File: src/inc/amc_defines.svh
// Offsets, field positions, reset values and timing counts for mode control
`ifndef AMC_DEFINES_SVH
`define AMC_DEFINES_SVH
`define AMC_CLK_PERIOD_NS   20
`define AMC_DEBOUNCE_MS     16
`define AMC_DEBOUNCE_CYCLES ((`AMC_DEBOUNCE_MS * 1000000) / `AMC_CLK_PERIOD_NS)
`define AMC_REG_CABLE       8'h0A
`define AMC_REG_AUX         8'h13
`define AMC_REG_UFP_RX      8'h20
`define AMC_REG_UFP_TX      8'h21
`define AMC_REG_DFP_RX      8'h22
`define AMC_REG_DFP_TX      8'h23
`define AMC_USB_EN_BIT      0
`define AMC_ALT_EN_BIT      1
`define AMC_CABLE_BIT       6
`define AMC_AUX_OFF_BIT     7
`define AMC_CABLE_RST       8'h00
`define AMC_AUX_RST         8'h00
`define AMC_EQ_RST          8'h00
`define AMC_DEFAULT_LANES   3'h2
`define AMC_FULL_LANES      3'h4
`endif

File: src/inc/amc_pkg.sv
// Types shared by the mode and equalization control
package amc_pkg;
  typedef enum logic [1:0] {
    AMC_LVL_LOW   = 2'b00,
    AMC_LVL_RGND  = 2'b01,
    AMC_LVL_FLOAT = 2'b10,
    AMC_LVL_HIGH  = 2'b11
  } amc_level_type;
  typedef enum logic [1:0] {
    AMC_EQ_UFP_RX = 2'b00,
    AMC_EQ_UFP_TX = 2'b01,
    AMC_EQ_DFP_RX = 2'b10,
    AMC_EQ_DFP_TX = 2'b11
  } amc_eq_slot_type;
endpackage : amc_pkg

File: src/amc_mode_ctrl.sv
// Alternate mode, cable mode and receiver equalization control
`timescale 1ns/1ns
`include "amc_defines.svh"
// Operation
// - Custom alternate mode carries two or four channels up to 8.1 Gbps.
// - With I2C mode low, custom alternate mode follows the control pins.
// - In I2C mode, cable mode bit six of register cable_mode_control selects cable mode.
// - Cable mode: hot plug high gives DP, low gives USB only.
// - Cable mode picks the operating mode itself without outside commands.
// - Cable mode snoops AUX by default and takes one, two or four lanes.
// - Snooping off in cable mode gives two lanes while hot plug is high and USB is detected.
// - Cable mode settles on four lanes when hot plug is high and USB is not detected.
// - Equalization set per port, from straps or registers.
// - Two four-level straps per port give sixteen codes, 0,0 lowest.
// - Registers give the same sixteen codes per channel, port and direction.
// - Control and flip pins are debounced at least 16 ms.
module amc_mode_ctrl
  import amc_pkg::*;
#(
  parameter int DEBOUNCE_CYCLES = `AMC_DEBOUNCE_CYCLES
) (
  input  wire logic          i_clk,
  input  wire logic          i_reset,
  input  wire logic          i_i2c_mode,
  input  wire logic          i_usb_enable_pin,
  input  wire logic          i_dp_enable_pin,
  input  wire logic          i_flip_pin,
  input  wire logic          i_hot_plug_in,
  input  wire amc_level_type i_ufp_eq_sel_lo,
  input  wire amc_level_type i_ufp_eq_sel_hi,
  input  wire amc_level_type i_dfp_eq_sel_lo,
  input  wire amc_level_type i_dfp_eq_sel_hi,
  input  wire logic          i_aux_train_valid,
  input  wire logic [2:0]    i_aux_lane_count,
  input  wire logic          i_usb_detected,
  input  wire logic          i_reg_wr,
  input  wire logic          i_reg_rd,
  input  wire logic [7:0]    i_reg_addr,
  input  wire logic [7:0]    i_reg_wdata,
  output logic [7:0]         o_reg_rdata,
  output logic               o_cable_mode,
  output logic               o_usb_active,
  output logic               o_dp_active,
  output logic               o_alt_active,
  output logic [2:0]         o_lane_count,
  output logic               o_flip,
  output logic [7:0]         o_ufp_rx_eq_code,
  output logic [7:0]         o_ufp_tx_eq_code,
  output logic [7:0]         o_dfp_rx_eq_code,
  output logic [7:0]         o_dfp_tx_eq_code
);
  localparam int CW = $clog2(DEBOUNCE_CYCLES + 1);
  localparam logic [CW-1:0] DB_LAST = CW'(DEBOUNCE_CYCLES - 1);

  typedef struct packed {
    logic [3:0]      cand;
    logic [3:0]      stable;
    logic [CW-1:0]   cnt;
    logic            strap_done;
    logic [3:0]      ufp_strap;
    logic [3:0]      dfp_strap;
    logic [7:0]      cable_reg;
    logic [7:0]      aux_reg;
    logic [3:0][7:0] eq_reg;
    logic [7:0]      rdata;
    logic            cable;
    logic            usb;
    logic            dp;
    logic            alt;
    logic [2:0]      lanes;
    logic [3:0][7:0] eq_out;
  } amc_state_type;

  amc_state_type st_q;
  amc_state_type st_d;

  function automatic logic eq_hit(input logic [7:0] addr);
    return addr >= `AMC_REG_UFP_RX && addr <= `AMC_REG_DFP_TX;
  endfunction : eq_hit

  function automatic logic [1:0] lvl_index(input amc_level_type lvl);
    unique case (lvl)
      AMC_LVL_LOW:   return 2'h0;
      AMC_LVL_RGND:  return 2'h1;
      AMC_LVL_FLOAT: return 2'h2;
      AMC_LVL_HIGH:  return 2'h3;
    endcase
  endfunction : lvl_index

  logic       pin_usb;
  logic       pin_dp;
  logic       pin_hpd;
  logic       aux_off;
  logic [3:0] raw;

  assign raw     = {i_flip_pin, i_hot_plug_in, i_dp_enable_pin, i_usb_enable_pin};
  assign pin_usb = st_q.stable[0];
  assign pin_dp  = st_q.stable[1];
  assign pin_hpd = st_q.stable[2];
  assign aux_off = st_q.aux_reg[`AMC_AUX_OFF_BIT];

  always_comb begin
    st_d = st_q;
    // Debounce: a change must hold for the whole window before it is used
    if (raw != st_q.cand) begin
      st_d.cand = raw;
      st_d.cnt  = '0;
    end else if (st_q.cand != st_q.stable) begin
      if (st_q.cnt == DB_LAST) begin
        st_d.stable = st_q.cand;
        st_d.cnt    = '0;
      end else begin
        st_d.cnt = st_q.cnt + CW'(1);
      end
    end
    // Straps caught once after reset; later pin motion is ignored
    if (!st_q.strap_done) begin
      st_d.strap_done = 1'b1;
      st_d.ufp_strap  = {lvl_index(i_ufp_eq_sel_hi), lvl_index(i_ufp_eq_sel_lo)};
      st_d.dfp_strap  = {lvl_index(i_dfp_eq_sel_hi), lvl_index(i_dfp_eq_sel_lo)};
    end
    if (i_reg_wr) begin
      if (i_reg_addr == `AMC_REG_CABLE) begin
        st_d.cable_reg = i_reg_wdata;
      end
      if (i_reg_addr == `AMC_REG_AUX) begin
        st_d.aux_reg = i_reg_wdata;
      end
      if (eq_hit(i_reg_addr)) begin
        st_d.eq_reg[i_reg_addr[1:0]] = i_reg_wdata;
      end
    end
    if (i_reg_rd) begin
      if (i_reg_addr == `AMC_REG_CABLE) begin
        st_d.rdata = st_q.cable_reg;
      end else if (i_reg_addr == `AMC_REG_AUX) begin
        st_d.rdata = st_q.aux_reg;
      end else if (eq_hit(i_reg_addr)) begin
        st_d.rdata = st_q.eq_reg[i_reg_addr[1:0]];
      end else begin
        st_d.rdata = {5'h00, st_q.lanes};
      end
    end
    // Mode selection
    st_d.cable = i_i2c_mode ? st_q.cable_reg[`AMC_CABLE_BIT]
                            : (!pin_usb && !pin_dp);
    st_d.alt   = 1'b0;
    if (st_q.cable) begin
      // Mode follows hot plug and the snooped link, no outside command
      st_d.dp  = pin_hpd;
      st_d.usb = 1'b1;
      if (!pin_hpd) begin
        st_d.lanes = 3'h0;
      end else if (!i_usb_detected) begin
        st_d.usb   = 1'b0;
        st_d.lanes = `AMC_FULL_LANES;
      end else if (aux_off) begin
        st_d.lanes = `AMC_DEFAULT_LANES;
      end else if (i_aux_train_valid) begin
        st_d.lanes = i_aux_lane_count;
        st_d.usb   = i_aux_lane_count != `AMC_FULL_LANES;
      end else begin
        st_d.lanes = `AMC_DEFAULT_LANES;
      end
    end else begin
      st_d.dp  = 1'b0;
      st_d.usb = i_i2c_mode ? st_q.cable_reg[`AMC_USB_EN_BIT] : pin_usb;
      // In register mode the alternate path stays off until the monitor bit is clear
      st_d.alt = i_i2c_mode ? (st_q.cable_reg[`AMC_ALT_EN_BIT] && !aux_off)
                            : pin_dp;
      st_d.lanes = !st_d.alt ? 3'h0 : (st_d.usb ? 3'h2 : 3'h4);
    end
    // Equalization source per port
    for (int s = 0; s < 4; s++) begin
      if (i_i2c_mode) begin
        st_d.eq_out[s] = st_q.eq_reg[s];
      end else begin
        st_d.eq_out[s] = (s < 2) ? {2{st_q.ufp_strap}} : {2{st_q.dfp_strap}};
      end
    end
    if (i_reset) begin
      st_d            = '0;
      st_d.cand       = 4'h0;
      st_d.cable_reg  = `AMC_CABLE_RST;
      st_d.aux_reg    = `AMC_AUX_RST;
      st_d.eq_reg     = {4{`AMC_EQ_RST}};
    end
  end

  always_ff @(posedge i_clk) begin
    st_q <= st_d;
  end

  assign o_reg_rdata      = st_q.rdata;
  assign o_cable_mode     = st_q.cable;
  assign o_usb_active     = st_q.usb;
  assign o_dp_active      = st_q.dp;
  assign o_alt_active     = st_q.alt;
  assign o_lane_count     = st_q.lanes;
  assign o_flip           = st_q.stable[3];
  assign o_ufp_rx_eq_code = st_q.eq_out[AMC_EQ_UFP_RX];
  assign o_ufp_tx_eq_code = st_q.eq_out[AMC_EQ_UFP_TX];
  assign o_dfp_rx_eq_code = st_q.eq_out[AMC_EQ_DFP_RX];
  assign o_dfp_tx_eq_code = st_q.eq_out[AMC_EQ_DFP_TX];

  logic strap_ok;
  assign strap_ok = st_q.strap_done;
endmodule : amc_mode_ctrl

File: config.mk
export PLATFORM = sky130hd
export DESIGN_NAME = amc_mode_ctrl
export DESIGN_NICKNAME = d
export VERILOG_FILES = /design/src/inc/amc_pkg.sv /design/src/amc_mode_ctrl.sv
export VERILOG_INCLUDE_DIRS = /design/src /design/src/inc
export SDC_FILE = /design/constraint.sdc
export NUM_CORES = 1
export LEC_CHECK = 0
export BUFFER_PORTS_ARGS = -buffer_cell sky130_fd_sc_hd__buf_4
export CAP_MARGIN = 40
export CORE_ASPECT_RATIO = 0.5
export CORE_MARGIN = 1
export CORE_UTILIZATION = 59
export CTS_BUF_LIST = sky130_fd_sc_hd__clkbuf_4 sky130_fd_sc_hd__clkbuf_8
export CTS_CLUSTER_DIAMETER = 120
export CTS_CLUSTER_SIZE = 28
export DETAILED_ROUTE_END_ITERATION = 6
export HOLD_SLACK_MARGIN = 0.06
export PLACE_DENSITY = 0.82
export SLEW_MARGIN = 0
export SYNTH_ARGS = -nofsm -noshare
export SYNTH_HDL_FRONTEND = slang
export SYNTH_SLANG_ARGS = --single-unit
export TNS_END_PERCENT = 10
File: constraint.sdc
create_clock -name i_clk -period 2.5 [get_ports i_clk]
set_input_delay 0.5 -clock i_clk [delete_from_list [all_inputs] [get_ports i_clk]]
set_output_delay 0.5 -clock i_clk [all_outputs]
set_load 0.005 [all_outputs]
# After elaboration in Yosys (flattened, before gate mapping)
# Index checks and enable logic that the tools add are counted.
[classes] add_sub_neg=1 n_lt_le_gt_ge=4 n_eq_ne=18 n_mux=32 bitwise_logic=2 n_reduce_logical=18
[op_table] op="2-to-1 mux 8 bit" count=9
[op_table] op="bitwise mux 32 bit" count=1
[op_table] op="case mux 2 bit (4 select lines)" count=4
[op_table] op="2-to-1 mux 3 bit" count=7
[op_table] op="adder 20 x 1 -> 20 bit (second input constant)" count=1
[op_table] op="equality test 20 bit (second input constant)" count=1
[op_table] op="2-to-1 mux 20 bit" count=1
[op_table] op="binary-select mux 8 bit (select 2 bit)" count=1
[op_table] op="demux 8 bit (select 2 bit)" count=1
[op_table] op="equality test 2 bit (second input constant)" count=8
[op_table] op="equality test 2 x 1 -> 1 bit (second input constant)" count=4
[op_table] op="equality test 8 x 4 -> 1 bit (second input constant)" count=1
[op_table] op="equality test 8 x 5 -> 1 bit (second input constant)" count=1
[op_table] op=">= comparator 8 x 6 -> 1 bit (second input constant)" count=1
[op_table] op="<= comparator 8 x 6 -> 1 bit (second input constant)" count=1
[op_table] op="logical NOT 2 bit" count=4
[op_table] op="!= test 4 bit" count=2
[op_table] op="2-to-1 mux 1 bit" count=7
[op_table] op="AND reduction 2 bit" count=3
[op_table] op="OR reduction 2 bit" count=3
[op_table] op="logical AND 1 bit" count=4
[op_table] op="logical NOT 1 bit" count=3
[op_table] op="less-than comparator 2 x 3 -> 1 bit (second input constant)" count=1
[op_table] op="!= test 3 bit (second input constant)" count=1
[op_table] op="other kinds (4)" count=5
[word_totals] reg_bits=132 input_bits=38 out_inout_bits=48 elab_cells=97

# Depth between registers and ports, before layout
# Gate-level depths: netlist of the first run.
[depth] ltp_word=6 mapped_depth=7

# Least setup slack after synthesis of the first run
# OpenSTA, ideal clock, no wires.
[synth_timing] kind="input to register" from="input i_reg_addr[1]" to="register st_q[94] (netlist bit)" setup_time_ps=128 arrival_ps=1788 setup_slack_ps=584 path_stages=6 path_cell_list="clkbuf_1 nor4bb_1 buf_2 nand3_1 mux2i_1 nor2_1"
[synth_via] elab_chain_cells=2
[synth_rtl] item="start, declared" line_no="amc_mode_ctrl.sv:38" rtl="input wire logic [7:0] i_reg_addr,"
[synth_rtl] item="equality test 8 x 4 -> 1 bit (no line)"
[synth_rtl] item="AND reduction 2 bit (no line)"
[synth_rtl] item="end signal, assigned" line_no="amc_mode_ctrl.sv:191" rtl="st_q <= st_d;"
[synth_rtl] item="end, declared" line_no="amc_mode_ctrl.sv:74" rtl="amc_state_type st_q;"
# Every way passes these cells.
# A chain may end at the register's enable or synchronous reset.

# Worst setup path after layout of the first run
[layout_timing] from="register st_q[112] (netlist bit)" to="register st_q[110] (netlist bit)"
[layout_via] elab_chain_cells=2
[layout_rtl] item="equality test 20 bit" line_no="amc_mode_ctrl.sv:109" rtl="if (st_q.cnt == DB_LAST) begin"
[layout_rtl] item="2-to-1 mux 20 bit" line_no="amc_mode_ctrl.sv:109"
# Every way passes these cells.

==> key figures, run 1 <==
Outcome
  – Status: finished, final reports clean

Flow run
  – Max_cap viols: 0

Power
  – Switching part of the total: 0.223
  – Overall Power: approximately 4.3 mW
  – Clock share of power: 0.436
  – Reg power frac: 0.506
  – Leakage power: about 2.8 nW
  – Pint: between 3 and 4 mW
  – Power share of the combinational group: 0.058
  – Switch Pwr: about 950 uW
  – VDD IR max: about 0.46 mV
  – Power per cell area: 645 nW/um2

STA
  – Hold Fails Final Rpt: 0
  – Slew HR: 0.550
  – Final setup fails: 0
  – RSZ-0062 raised after global routing: no
  – F_max: ~460 MHz
  – Clk_skew: ~0.0057 ns
  – Max-slew violation count: 0
  – Period utilization: 0.864
  – Final min period: 2.16 ns
  – Least-Margin Pin Slew: slightly below 0.7 ns
  – Post-Route Setup TNS: 0 ns

Worst setup path
  – Critical path arrival: between 2 and 2.5 ns
  – Crit path cell chain: or4_4 > nor4_4 > a31o_2 > nor2_1
  – Crit Path Category: reg2reg
  – Reg2reg end: st_q[110]$_SDFFE_PP0N_
  – Req. time, crit path: ~2.8 ns
  – Worst Setup End Kind: flop
  – Number of cells on the worst reg-to-reg path: 4
  – FF-to-FF setup slack: roughly 0.34 ns
  – Highest-delay cell along the critical path: or4_4
  – CP peak stage delay: about 0.57 ns
  – Crit path max fanout: 12
  – Worst setup SP type: flop
  – R2r startpoint: st_q[112]$_SDFFE_PP0N_

Synth
  – Yosys reg bits: about 130
  – Async SR Flop Fraction: 0
  – Yosys cell types: 52
  – Number of synthesized flops with an enable pin: 0
  – Cell Area, Synth: between 5000 and 6000 um2
  – Syn Nets: 658
  – Sequential share of the synthesized area: 0.459
  – Synth Instances: between 600 and 700
  – Mapped Avg Cell Area: around 9.3 um2
  – Ys Warns: 0
  – Ys flop type: dfxtp_1

Detailed routing
  – Drt wl/cell: 15.6 um
  – TritonRoute pass-1 iters: 6
  – Vias per inst: around 5.6
  – Total wire length: approximately 13 mm
  – Iter 0 DRT Violations: 314
  – Via count: 4475
  – Number of routed nets with antenna violations: 0
  – Post-route DRC: 0

Clocking
  – Clk slew on worst S/H paths: about 0.07 ns
  – Number of buffers created by CTS: 17
  – Root Buffer: clkbuf_8
  – CTS tree: built
  – Post-CTS Resized: 0
  – CTS max path bufs: 2
  – Cts hold-fix bufs: 0
  – Clock sink count: 132
  – H-Tree Depth: 4
  – Clock latency at the later pin of the worst-skew pair: approximately 0.43 ns
  – Setup Fix Bufs, Post-CTS: 0

Placement
  – GP Congestion: about 0.91
  – Area of placed instances: between 6000 and 7000 um2
  – DP HPWL: roughly 8.8 mm
  – Port buffer count: between 80 and 90
  – Placed insts: 773

Cells and area
  – N_diodes: 0
  – Area growth syn-to-layout: 14.5%
  – Final Non-Filler Cells: between 800 and 900
  – Final design utilization: 0.698
  – Nets: just under 700
  – Ratio of cells with drive above 1 in the final layout: 0.216
  – Finished Cell Area: 6600 um2

Min path
  – Min-delay src: i_hot_plug_in
  – Hold endpoint: st_q[130]$_SDFFE_PP0P_
  – Worst hold path stage count: 2
  – Worst min path class: in2reg

Floorplan
  – Row cnt: 25
  – Initial Util: 0.610
  – Die Area: approximately 10000 um2
  – Die H: ~72 um
  – Core area: 9450 um2
  – # IOs: 86
  – Die X: ~140 um

Global route
  – First-pass GRT wire length: between 20 and 25 mm
  – Tot GR Track Use: 0.265
  – Number of antenna violations at the first check in global routing: 0
  – Overflow after GRT: 0
  – Vias in the first global route: 4125
  – Largest net degree at the start of global routing: between 60 and 70
-- cell usage after synthesis, drive strengths merged, types with 2 or more instances --
cell type  instances  area share
and3               4      0.0043
o31ai              2      0.0026
or4                4      0.0059
nand4             15       0.020
xor2              14       0.021
mux4               8       0.031
and2               4      0.0043
nor2b              6      0.0065
nand2b            16       0.017
nor2              91       0.059
nand3b             2      0.0026
nand4b             3      0.0046
inv                5      0.0033
a211oi             3      0.0039
mux2i             61        0.11
a21oi             51       0.044
o32ai              5      0.0076
buf               54       0.066
xnor2              6      0.0091
o22ai              3      0.0033
o21ai             12       0.010
nand3             12       0.010
nor3              10       0.011
dfxtp            132        0.46
nor4               4       0.011
nand2             54       0.035
or3                2      0.0022
clkbuf            21       0.014
-- registers in the layout, indices dropped and copies added, names as in the netlist, 3 cells and up --
signal and cells:
o_dfp_rx_eq_code 8, o_dfp_tx_eq_code 8, o_lane_count 3, o_ufp_rx_eq_code 8, st_q 79, o_ufp_tx_eq_code 8, o_reg_rdata 8
-- layout by cell type (no fill, tap or decap), drive strengths merged, types with 2 or more instances in the layout --
cell,instances
dfxtp,132
buf,94
nor2,91
mux2i,61
nand2,54
a21oi,51
clkbuf,22
nand2b,16
nand4,15
xor2,14
nand3,12
o21ai,12
nor3,10
mux4,8
xnor2,6
nor2b,6
inv,5
o32ai,5
clkinv,5
and3,4
and2,4
or4,4
nor4,4
nand4b,3
a211oi,3
o22ai,3
bufinv,3
nand3b,2
o31ai,2
or3,2
clkinvlp,2
-- worst max path at each step --
stage | depth (start not counted) | to | slack, ns | from
floorplan | 6 | st_q[94]$_SDFFE_PP0P_ | 0.58 | i_reg_addr[1]
global route | 4 | st_q[110]$_SDFFE_PP0N_ | 0.24 | st_q[112]$_SDFFE_PP0N_
finish | 4 | st_q[110]$_SDFFE_PP0N_ | 0.34 | st_q[112]$_SDFFE_PP0N_
global placement | 7 | st_q[72]$_SDFFE_PP0P_ | 0.40 | i_reg_addr[2]
detailed placement | 7 | st_q[71]$_SDFFE_PP0P_ | 0.33 | i_reg_addr[2]
CTS | 4 | st_q[110]$_SDFFE_PP0N_ | 0.38 | st_q[112]$_SDFFE_PP0N_
-- power groups by stage --
stage          registers, mW  clock network, mW  logic (mW)
4_1_cts                 2.15               1.89       0.248
6_report                2.15               1.85       0.248
3_3_place_gp            2.20                  0       0.242
2_1_floorplan           2.19                  0       0.156
3_5_place_dp            2.20                  0       0.246
5_1_grt                 2.15               2.00       0.270
-- per-layer routing --
metal / routed length (um) / part of all wire / GRT usage
met2: 5730 / 0.46 / 0.420
met5: 0 / 0 / 0
met4: 118 / 0.0094 / 0.0645
met3: 925 / 0.074 / 0.0869
met1: 5800 / 0.46 / 0.354
-- cell type report --
class | instances | area [um2]
inverters | 5 | 18.8
fillers | 776 | 2850
multi-input cells | 407 | 2650
clock inverters | 10 | 130
clock buffers | 22 | 284
well taps | 135 | 169
repair buffers | 94 | 706
flip-flops and latches | 132 | 2640
-- logic make-up (layout without fill, tap and decap cells) --
group / after synthesis / in the layout / share of synthesized area
compound gates: 83 / 83 / 0.0825
xor+xnor: 20 / 20 / 0.0304
fa+ha+maj: 1 / 1 / 0.00217
buf+inv: 80 / 131 / 0.0830
flops: 132 / 132 / 0.459
mux: 70 / 70 / 0.139
simple gates: 233 / 233 / 0.204
-- worst max-delay path, delay by kind of cell, from the launching register on --
kind | cells | cell delay [ns]
AOI/OAI and AO/OA | 1 | 0.42
DFF | 1 | 0.39
and+or+nand+nor | 3 | 1.23
-- stage by stage --
stage | hold slack (ns) | setup WS (ns)
3_3_place_gp | 0.469 | 0.395
2_1_floorplan | 0.446 | 0.584
6_report | 0.294 | 0.339
5_1_grt | 0.267 | 0.236
4_1_cts | 0.265 | 0.379
3_5_place_dp | 0.468 | 0.327
Power figures use the tool's default switching activity.
==> inputs of run 2 (changes only) <==
- ABC_AREA: not set -> 1
==> run 2 against run 1 <==
Core utilization grew 0.37 points; combinational power grew 14%; hold slack lost 0.023 ns; critical endpoint is now pin_usb$_SDFFE_PP0P_; highest routed layer unchanged; clock power shrank 7%; critical path type unchanged; fmax grew 13%; die area grew 5.8%; area after synthesis grew 6.0%; critical path depth grew 4; largest power group unchanged; non-clock buffer count shrank 3.
==> key figures, run 2 <==
Outcome
  – Status: finished, final reports clean

Worst setup path
  – R2r startpoint: st_q[104]$_SDFFE_PP0N_
  – Number of cells on the worst reg-to-reg path: 8
  – Critical path arrival: approximately 2.3 ns
  – Crit path max fanout: 7
  – Reg2reg end: pin_usb$_SDFFE_PP0P_
  – Worst setup SP type: flop
  – Crit path cell chain: ha_1 > nand3_2 > nor3_4 > nand3_4 > clkinv_1 > nand2_1 > nand2_1 > a21oi_1
  – FF-to-FF setup slack: 0.58 ns
  – Worst path top cell family by delay: simple AND/OR/NAND/NOR gates
  – Crit path buffers/inverters: 1
  – CP peak stage delay: 0.47 ns
  – Worst Setup End Kind: flop
  – Highest-delay cell along the critical path: dfxtp_1
  – Top cell by count, worst path: nand2_1
  – Crit Path Category: reg2reg
  – Req. time, crit path: 2.84 ns

Global route
  – Largest net degree at the start of global routing: 68
  – Tot GR Track Use: 0.287
  – First-pass GRT wire length: between 20 and 25 mm
  – Vias in the first global route: approximately 5000
  – Overflow after GRT: 0
  – Number of antenna violations at the first check in global routing: 0

Clocking
  – Post-CTS Resized: 0
  – Number of buffers created by CTS: 17
  – Setup Fix Bufs, Post-CTS: 0
  – CTS tree: built
  – CTS max path bufs: 2
  – Clock sink count: between 100 and 150
  – Clock latency at the later pin of the worst-skew pair: 0.45 ns
  – H-Tree Depth: 4
  – Root Buffer: clkbuf_8
  – Clk slew on worst S/H paths: around 0.080 ns
  – Cts hold-fix bufs: 0

Min path
  – Min-delay src: i_flip_pin
  – Hold endpoint: st_q[131]$_SDFFE_PP0P_
  – Worst min path class: in2reg
  – Worst hold path stage count: 3

Power
  – Switch Pwr: 1.14 mW
  – Reg power frac: 0.518
  – Power share of the combinational group: 0.068
  – Power per cell area: approximately 610 nW/um2
  – Overall Power: roughly 4.2 mW
  – VDD IR max: approximately 0.32 mV
  – Leakage power: around 2.7 nW
  – Clock share of power: 0.414
  – Pint: ~3.0 mW
  – Switching part of the total: 0.275

Cells and area
  – Area growth syn-to-layout: 11.9%
  – Filler cells: roughly 820
  – Commonest non-fill, non-tap cell in the layout: nand2_1
  – Max FFs per register: between 70 and 80
  – Ratio of cells with drive above 1 in the final layout: 0.177
  – N_diodes: 0
  – Most frequent cells in the layout: nand2_1, dfxtp_1, a21oi_1
  – Nets: 912
  – Most flops, register: st_q

Placement
  – Port buffer count: 85
  – DP HPWL: approximately 10 mm
  – GP Congestion: ~0.9

Synth
  – Cell Area, Synth: 6100 um2
  – Cell taking the most area after synthesis: dfxtp_1
  – Yosys top cell area share: 0.433
  – Commonest cells post-synth: nand2_1, dfxtp_1, a21oi_1
  – Yosys reg bits: ~130
  – Mapped Avg Cell Area: ~7.3 um2
  – Syn Nets: ~900
  – Sequential share of the synthesized area: 0.433
  – Number of synthesized flops with an enable pin: 0
  – Synth top area cells: dfxtp_1, nand2_1, a21oi_1
  – Ys Warns: 0
  – Ys flop type: dfxtp_1
  – Synth Instances: between 800 and 900
  – Async SR Flop Fraction: 0
  – Top-count cell post-synth: nand2_1
  – Yosys cell types: 38

Floorplan
  – Die H: approximately 74 um
  – Initial Util: 0.627
  – Core area: approximately 9700 um2
  – Die X: roughly 150 um
  – # IOs: 86
  – Row cnt: 25
  – Die Area: between 10000 and 15000 um2

Detailed routing
  – Vias per inst: 5.35
  – Drt wl/cell: ~15 um
  – Post-route DRC: 0
  – Total wire length: about 15 mm
  – Via count: around 5500
  – TritonRoute pass-1 iters: 6
  – Number of routed nets with antenna violations: 0
  – Iter 0 DRT Violations: between 400 and 500

STA
  – Final min period: approximately 1.9 ns
  – Slew HR: 0.563
  – Fin Hold WS: around 0.27 ns
  – RSZ-0062 raised after global routing: no
  – Least-Margin Pin Slew: 0.655 ns
  – Post-Route Setup TNS: 0 ns
  – Period utilization: 0.768
  – F_max: approximately 520 MHz
  – Final setup fails: 0
  – Clk_skew: around 0.014 ns
  – Max-slew violation count: 0
  – Hold Fails Final Rpt: 0

Flow run
  – Max_cap viols: 0
## run 2: cell types whose count changed in the layout (fill, tap and decap cells not counted), moves of 29 or more
cell	delta
a21oi_1	+57
inv_1	+54
mux2i_1	-61
nand2_1	+160
nand3_1	+59
nor2_1	-29
o21ai_0	+30
## run 2: per-stage QoR
stage	utilization	setup WS [ns]	area [um2]	cells
after floorplan	-	0.904	6100	836
after global placement	0.663	0.551	6450	989
after detailed placement	0.663	0.511	6450	989
after CTS	0.702	0.613	6830	1021
after global routing	0.702	0.428	6830	1021
final	0.702	0.581	6830	1021
## run 2: final cells by class
cell class / instances / area [um2] / area share
clock buffers: 19 / 262 / 0.0383
flip-flops and latches: 132 / 2640 / 0.387
inverters: 65 / 244 / 0.0357
repair buffers: 91 / 683 / 0.100
clock inverters: 13 / 114 / 0.0167
multi-input cells: 566 / 2720 / 0.398
well taps: 135 / 169 / 0.0247
## run 2: cells by family (layout without fill, tap and decap cells)
logic type,Yosys count,after routing,synth area share
flip-flops,132,132,0.433
XOR/XNOR,11,11,0.0158
AND/OR/NAND/NOR,396,396,0.294
AO/OA/AOI/OAI,158,158,0.133
buffers and inverters,138,188,0.122
adder cells (fa/ha/maj),1,1,0.00205
## run 2: worst max path at each step
stage                           startpoint                     to  cells past startpoint  slack [ns]
finish              st_q[104]$_SDFFE_PP0N_   pin_usb$_SDFFE_PP0P_                      8        0.58
global route        st_q[104]$_SDFFE_PP0N_    o_flip$_SDFFE_PP0P_                      8        0.43
CTS                 st_q[104]$_SDFFE_PP0N_   pin_usb$_SDFFE_PP0P_                      8        0.61
detailed placement           i_reg_addr[2]  st_q[56]$_SDFFE_PP0P_                      8        0.51
global placement             i_reg_addr[2]  st_q[48]$_SDFFE_PP0P_                      8        0.55
floorplan           st_q[104]$_SDFFE_PP0N_    o_flip$_SDFFE_PP0P_                      8        0.90
## run 2: power groups by stage
stage          logic, mW  registers (mW)  clock network (mW)
2_1_floorplan      0.181            2.20                   0
3_3_place_gp       0.274            2.20                   0
3_5_place_dp       0.278            2.20                   0
4_1_cts            0.279            2.15                1.73
5_1_grt            0.309            2.16                1.83
6_report           0.282            2.15                1.72
## run 2: layer usage
| layer | vias up | global-route usage | wire length (um) |
|---|---|---|---|
| li1 | 2765 | - | - |
| met1 | 2442 | 0.380 | 6730 |
| met2 | 236 | 0.463 | 6700 |
| met3 | 23 | 0.0689 | 1240 |
| met4 | 0 | 0.112 | 195 |
| met5 | - | 0 | 0 |
## run 2: worst register-to-register path, stage by stage, from the launching register on
cell	delay, ns
dfxtp_1	0.47
ha_1	0.29
nand3_2	0.15
nor3_4	0.27
nand3_4	0.20
clkinv_1	0.16
nand2_1	0.14
nand2_1	0.09
a21oi_1	0.06
